`src/logic/msec_pkg.sv`:
```
package msec_pkg;

  // Clock and timeout
  localparam int          CLK_PERIOD_PS   = 5000;
  localparam int          HOLD_TIMEOUT_NS = 45000;
  localparam int          HOLD_TIMEOUT_CYC = (HOLD_TIMEOUT_NS * 1000) / CLK_PERIOD_PS;
  localparam int          HOLD_CNT_W      = 14;

  // Channel layout
  localparam int          NUM_CHAN        = 4;
  localparam int          NUM_IMON        = 2;
  localparam int          SLOT_W          = 4;
  localparam logic [3:0]  CHAN_EN_RST     = 4'hF;
  localparam logic [1:0]  IMON_EN_RST     = 2'h3;

  // Mux slot codes
  localparam logic [SLOT_W-1:0] SLOT_HIZ  = 4'h0;
  localparam logic [SLOT_W-1:0] SLOT_BUS1 = 4'h1;
  localparam logic [SLOT_W-1:0] SLOT_IM1  = 4'h9;
  localparam logic [SLOT_W-1:0] SLOT_RGND = 4'hB;

  // Enable pin level codes
  typedef enum logic [2:0] {
    MSEC_EN_FULL    = 3'b001,
    MSEC_EN_LIMITED = 3'b010,
    MSEC_EN_STANDBY = 3'b100
  } msec_mode_t;

endpackage

```
`src/logic/msec_ctrl.sv`:
```
`timescale 1ns/1ps
module msec_ctrl
  import msec_pkg::*;
(
  // Clock, reset, enable
  input  wire logic              mclk,
  input  wire logic              rst,
  input  wire logic              clk_en,
  // Pins
  input  wire logic              step_select_in,
  input  wire logic              enable_n_in,
  input  wire logic              enable_float_in,
  // Configuration
  input  wire logic              timeout_en,
  input  wire logic [NUM_CHAN-1:0] chan_en,
  input  wire logic [NUM_IMON-1:0] imon_en,
  input  wire logic              bus_valid_in,
  // Outputs
  output logic [SLOT_W-1:0]      mux_slot,
  output logic                   diff_out_oe,
  output logic                   bandgap_ref_output,
  output logic                   bus_valid_flag,
  output logic [2:0]             op_mode,
  output logic                   seq_restart
);

  logic       sel_lvl;
  logic       en_n_lvl;
  logic       en_f_lvl;
  msec_mode_t mode_reg;
  msec_mode_t mode_next;
  logic       sel_prev_reg;
  logic       sel_prev_next;
  logic       en_prev_reg;
  logic       en_prev_next;
  logic [HOLD_CNT_W-1:0] hold_cnt_reg;
  logic [HOLD_CNT_W-1:0] hold_cnt_next;
  logic [SLOT_W-1:0] slot_reg;
  logic [SLOT_W-1:0] slot_next;
  logic       oe_reg;
  logic       oe_next;
  logic       bg_reg;
  logic       bg_next;
  logic       bv_reg;
  logic       bv_next;
  logic       rs_reg;
  logic       rs_next;
  logic       sel_edge;
  logic       en_toggle;
  logic       restart;

  // Pin synchronisers
  msec_sync3 u_sync_sel (
    .mclk      (mclk),
    .rst       (rst),
    .clk_en    (clk_en),
    .pin_in    (step_select_in),
    .level_out (sel_lvl)
  );

  msec_sync3 u_sync_en (
    .mclk      (mclk),
    .rst       (rst),
    .clk_en    (clk_en),
    .pin_in    (enable_n_in),
    .level_out (en_n_lvl)
  );

  msec_sync3 u_sync_flt (
    .mclk      (mclk),
    .rst       (rst),
    .clk_en    (clk_en),
    .pin_in    (enable_float_in),
    .level_out (en_f_lvl)
  );

  // Next slot after cur among active ones
  function automatic logic [SLOT_W-1:0] next_slot(input logic [SLOT_W-1:0] cur,
                                                  input logic [NUM_CHAN-1:0] ce,
                                                  input logic [NUM_IMON-1:0] ie);
    logic [SLOT_W-1:0] s;
    logic              found;
    s     = SLOT_HIZ;
    found = 1'b0;
    for (int i = 1; i <= int'(SLOT_RGND); i++) begin
      if (!found && (i > cur)) begin
        if (i < SLOT_IM1) begin
          if (ce[(i - 1) / 2]) begin
            s     = SLOT_W'(i);
            found = 1'b1;
          end
        end else if (i < SLOT_RGND) begin
          if (ie[i - SLOT_IM1]) begin
            s     = SLOT_W'(i);
            found = 1'b1;
          end
        end else begin
          s     = SLOT_W'(i);
          found = 1'b1;
        end
      end
    end
    return s;
  endfunction

  // Mode decode
  always_comb begin
    if (en_f_lvl) begin
      mode_next = MSEC_EN_LIMITED;
    end else if (en_n_lvl) begin
      mode_next = MSEC_EN_STANDBY;
    end else begin
      mode_next = MSEC_EN_FULL;
    end
  end

  // Edge and toggle detection
  always_comb begin
    sel_edge  = (sel_lvl != sel_prev_reg);
    en_toggle = (en_n_lvl != en_prev_reg);
    if (en_f_lvl && (mode_reg != MSEC_EN_LIMITED)) begin
      en_toggle = 1'h1;
    end
  end

  // Sequence and timeout
  always_comb begin
    sel_prev_next = sel_lvl;
    en_prev_next  = en_n_lvl;
    hold_cnt_next = hold_cnt_reg;
    slot_next     = slot_reg;
    restart       = 1'b0;
    if (mode_reg != MSEC_EN_FULL || en_toggle) begin
      hold_cnt_next = '0;
      slot_next     = SLOT_HIZ;
      restart       = en_toggle;
    end else if (sel_edge) begin
      hold_cnt_next = '0;
      if (slot_reg == SLOT_RGND) begin
        slot_next = next_slot(SLOT_HIZ, chan_en, imon_en);
      end else begin
        slot_next = next_slot(slot_reg, chan_en, imon_en);
      end
    end else if (timeout_en) begin
      if (hold_cnt_reg >= HOLD_CNT_W'(HOLD_TIMEOUT_CYC)) begin
        slot_next     = SLOT_HIZ;
        hold_cnt_next = '0;
        restart       = (slot_reg != SLOT_HIZ);
      end else begin
        hold_cnt_next = hold_cnt_reg + 1'b1;
      end
    end else begin
      hold_cnt_next = '0;
    end
  end

  // Output drive
  always_comb begin
    oe_next = (mode_next == MSEC_EN_FULL) && (slot_next != SLOT_HIZ);
    bg_next = (mode_next != MSEC_EN_STANDBY);
    bv_next = (mode_next != MSEC_EN_STANDBY) && bus_valid_in;
    rs_next = restart;
  end

  // Mode register
  always_ff @(posedge mclk) begin
    if (rst) begin
      mode_reg <= MSEC_EN_STANDBY;
    end else if (clk_en) begin
      mode_reg <= mode_next;
    end
  end

  // Sequence registers
  always_ff @(posedge mclk) begin
    if (rst) begin
      sel_prev_reg <= 1'h0;
      en_prev_reg  <= 1'h0;
      hold_cnt_reg <= '0;
      slot_reg     <= SLOT_HIZ;
    end else if (clk_en) begin
      sel_prev_reg <= sel_prev_next;
      en_prev_reg  <= en_prev_next;
      hold_cnt_reg <= hold_cnt_next;
      slot_reg     <= slot_next;
    end
  end

  // Output registers
  always_ff @(posedge mclk) begin
    if (rst) begin
      oe_reg <= 1'h0;
      bg_reg <= 1'h0;
      bv_reg <= 1'h0;
      rs_reg <= 1'h0;
    end else if (clk_en) begin
      oe_reg <= oe_next;
      bg_reg <= bg_next;
      bv_reg <= bv_next;
      rs_reg <= rs_next;
    end
  end

  // Ports straight from registers
  assign mux_slot           = slot_reg;
  assign diff_out_oe        = oe_reg;
  assign bandgap_ref_output = bg_reg;
  assign bus_valid_flag     = bv_reg;
  assign op_mode            = mode_reg;
  assign seq_restart        = rs_reg;

endmodule // msec_ctrl

```
`src/logic/msec_sync3.sv`:
```
`timescale 1ns/1ps
module msec_sync3 (
  // Clock and reset
  input  wire logic mclk,
  input  wire logic rst,
  input  wire logic clk_en,
  // Pin side
  input  wire logic pin_in,
  // Filtered level
  output logic      level_out
);

  logic [2:0] sync_reg;
  logic [2:0] sync_next;
  logic       level_reg;
  logic       level_next;

  always_comb begin
    sync_next  = {sync_reg[1:0], pin_in};
    level_next = level_reg;
    if (sync_reg[2] == sync_reg[1]) begin
      level_next = sync_reg[2];
    end
  end

  always_ff @(posedge mclk) begin
    if (rst) begin
      sync_reg  <= 3'h0;
      level_reg <= 1'b0;
    end else if (clk_en) begin
      sync_reg  <= sync_next;
      level_reg <= level_next;
    end
  end

  assign level_out = level_reg;

endmodule // msec_sync3

```
`config.mk`:
```
export PLATFORM = sky130hd
export DESIGN_NAME = msec_ctrl
export DESIGN_NICKNAME = d
export VERILOG_FILES = /design/src/logic/msec_pkg.sv /design/src/logic/msec_ctrl.sv /design/src/logic/msec_sync3.sv
export SDC_FILE = /design/constraint.sdc
export NUM_CORES = 1
export LEC_CHECK = 0
export BUFFER_PORTS_ARGS = -buffer_cell sky130_fd_sc_hd__buf_2
export CORE_MARGIN = 2
export CORE_UTILIZATION = 43
export CTS_CLUSTER_DIAMETER = 150
export DETAILED_ROUTE_END_ITERATION = 10
export SLEW_MARGIN = 20
export SYNTH_ARGS = -nofsm -noshare
export SYNTH_HDL_FRONTEND = slang
export SYNTH_SLANG_ARGS = --single-unit
```
`constraint.sdc`:
```
create_clock -name mclk -period 2.73 [get_ports mclk]
set_input_delay 0.546 -clock mclk [delete_from_list [all_inputs] [get_ports mclk]]
set_output_delay 0.546 -clock mclk [all_outputs]
set_load 0.1 [all_outputs]
```
==> qor.yml <==
layout:
  layout.cells.non_filler: 356
  drive_above_1_share_pct: 15.9
  ff_latch_area_um2: 781
  diodes: 0
  fin_nets: 306
  stdcell_area_um2: 2420
  multi_input_area_um2: 1270
  largest_register_ffs: 14
  area_growth_syn_to_layout_pct: 12.3
  fillers: 493
floorplanning:
  die_h_um: 74.8
  core-area_um2: 4790
  std_cell_rows: 25
  initial_core_util_pct: 45.0
  die-area_um2: 5590
  dieWidth_um: 74.8
  io_pins: 25
critical_path:
  cp-start-kind: "flip-flop"
  worstPathArrival_ps: 2500
  reg2reg_depth: 6
  critPathCaptureType: "flip-flop"
  worstSetupPathType: "flip-flop to flip-flop"
  required_ps: 2930
  crit_fanout: 11
power:
  finalPower_mw: 1.07
  powerDensity_nw_per_um2: 442
  ir_drop_mv: 0.352
  power_leakage_nw: 0.992
place:
  placed_area_um2: 2350
  io_buffers: 24
  dp_hpwl_um: 3380
  dp_cells: 350
  gp_congestion: 0.885
clock_tree:
  cts_num_sinks: 39
  cts_tree: "built"
  htree_levels: 2
  post-cts-setup-buffers: 0
  numCtsBuffers: 5
  clk_latency_ps: 290
  clk_pin_slew_worst_paths_ps: 70
  clockBufferDepth: 2
  cts_root_buf: "clkbuf_8"
  ctsResizeCount: 0
  cts_hold_buffers: 0
sta:
  grt_setup_unrepaired: "no"
  min_period_ps: 2300
  period_share_pct: 84.4
  clock_skew_ps: 9.40
  setup_violations: 0
  setup_tns_ps: 0
  fmax_mhz: 434
  tightest_slew_ps: 570
  holdWs_ps: 466
  slew_headroom_pct: 61.8
  hold_viol: 0
  maxSlewViolCount: 0
worst_hold_path:
  min_path_cells: 1
  hp-class: "flip-flop to flip-flop"
synthesis:
  yosysUniqueCellTypes: 53
  synthArstFlopShare_pct: 0
  synthCells: 268
  synth_area_leader_cell: "dfxtp_1"
  syn-num-nets: 284
  syn-cell-area_um2: 2150
  ys_warn_count: 0
  synth_top_area_share_pct: 36.2
  synth_most_common_cell: "dfxtp_1"
  synth-seq-cells: 39
  ys_top_cells_by_count: "dfxtp_1 (39), nor2_1 (36), a21oi_1 (23)"
  synth-seq-area-share_pct: 36.2
  synth_edf_count: 0
  ys.flop_type: "dfxtp_1"
  avgSynthCellArea_um2: 8.04
  synthTopCellsByArea: "dfxtp_1 (36%), mux2i_1 (6.5%), nor2_1 (6.3%), a21oi_1 (5.3%), nand2_1 (3.5%)"
global_route:
  grt_usage_pct: 19.4
  grt_pass1_vias: 1795
  gr-total-overflow: 0
  antenna_found_initial: 0
  grt_max_degree: 30
  grt_pass1_wl_um: 8460
route:
  ant_nets: 0
  drc: 0
  drt_iter0_markers: 87
  drtPass1Iterations: 4
  viasPerCell: 5.62
  wirelength_um: 4850
  wl_per_cell_um: 13.6
  vias: 1999
outcome:
  status: "completed"
run:
  cap_viol_max_count: 0
-- placed cells by master, fill, tap and decap left out, drive strengths merged, types with 5 or more instances in the layout --
cell	n
nand2	20
clkbuf	6
mux2i	14
o21ai	18
a21oi	23
and3	6
and2	6
buf	31
nor2	36
inv	9
dfxtp	39
nand3	10
nor3	7
o22ai	5
-- area by class of cell --
cell class | instances | area share [%]
clock buffers | 6 | 3.00
inverters | 9 | 1.40
multi-input cells | 204 | 52.7
flip-flops and latches | 39 | 32.3
well taps | 67 | 3.47
repair buffers | 31 | 7.14
-- cells by family (layout without fill, tap and decap cells) --
family | count (synthesis) | after routing | share of synthesized area, %
muxes | 15 | 15 | 7.03
xor gates and xnor gates | 2 | 2 | 0.813
DFF | 39 | 39 | 36.2
adders and majority gates | 2 | 2 | 1.16
AOI/OAI and AO/OA | 76 | 76 | 23.6
buffers and inverters | 25 | 46 | 4.59
and+or+nand+nor | 109 | 109 | 26.5
-- routing by layer --
metal / global-route usage, % / vias to the layer above / share of wire (%)
met1: 27.4 / 918 / 51
met4: 6.55 / 0 / 1.6
met3: 4.69 / 7 / 4.3
met2: 28.9 / 47 / 43
met5: 0 / - / 0
li1: - / 1027 / -
-- critical path, stage by stage (launching register included) --
cell	delay [ps]
dfxtp_1	550
nand4b_1	210
or4_1	510
and3_1	210
a2111oi_4	370
nor4b_1	100
a311oi_1	270
-- through the flow --
step,utilization (%),setup slack [ps]
global route,50.5,250
floorplan,-,2.48
finish,50.5,427
CTS,50.5,441
detailed placement,49.0,469
global placement,49.0,506
-- report_power, final --
group / internal, mW / switching (mW) / leakage [nW] / total [mW]
Combinational: 0.0394 / 0.0920 / 0.638 / 0.131
Sequential: 0.579 / 0.00666 / 0.316 / 0.585
Clock: 0.170 / 0.182 / 0.0371 / 0.352
Total: 0.788 / 0.281 / 0.992 / 1.07
-- final timing paths --
kind | start | to | slack (ps)
hold reg to reg | bandgap_ref_output | bandgap_ref_output | 470
setup / recovery | mux_slot[1] | diff_out_oe | 430
setup reg to reg | mux_slot[1] | diff_out_oe | 430
hold / removal | bandgap_ref_output | bandgap_ref_output | 470
Power figures use the tool's default switching activity.
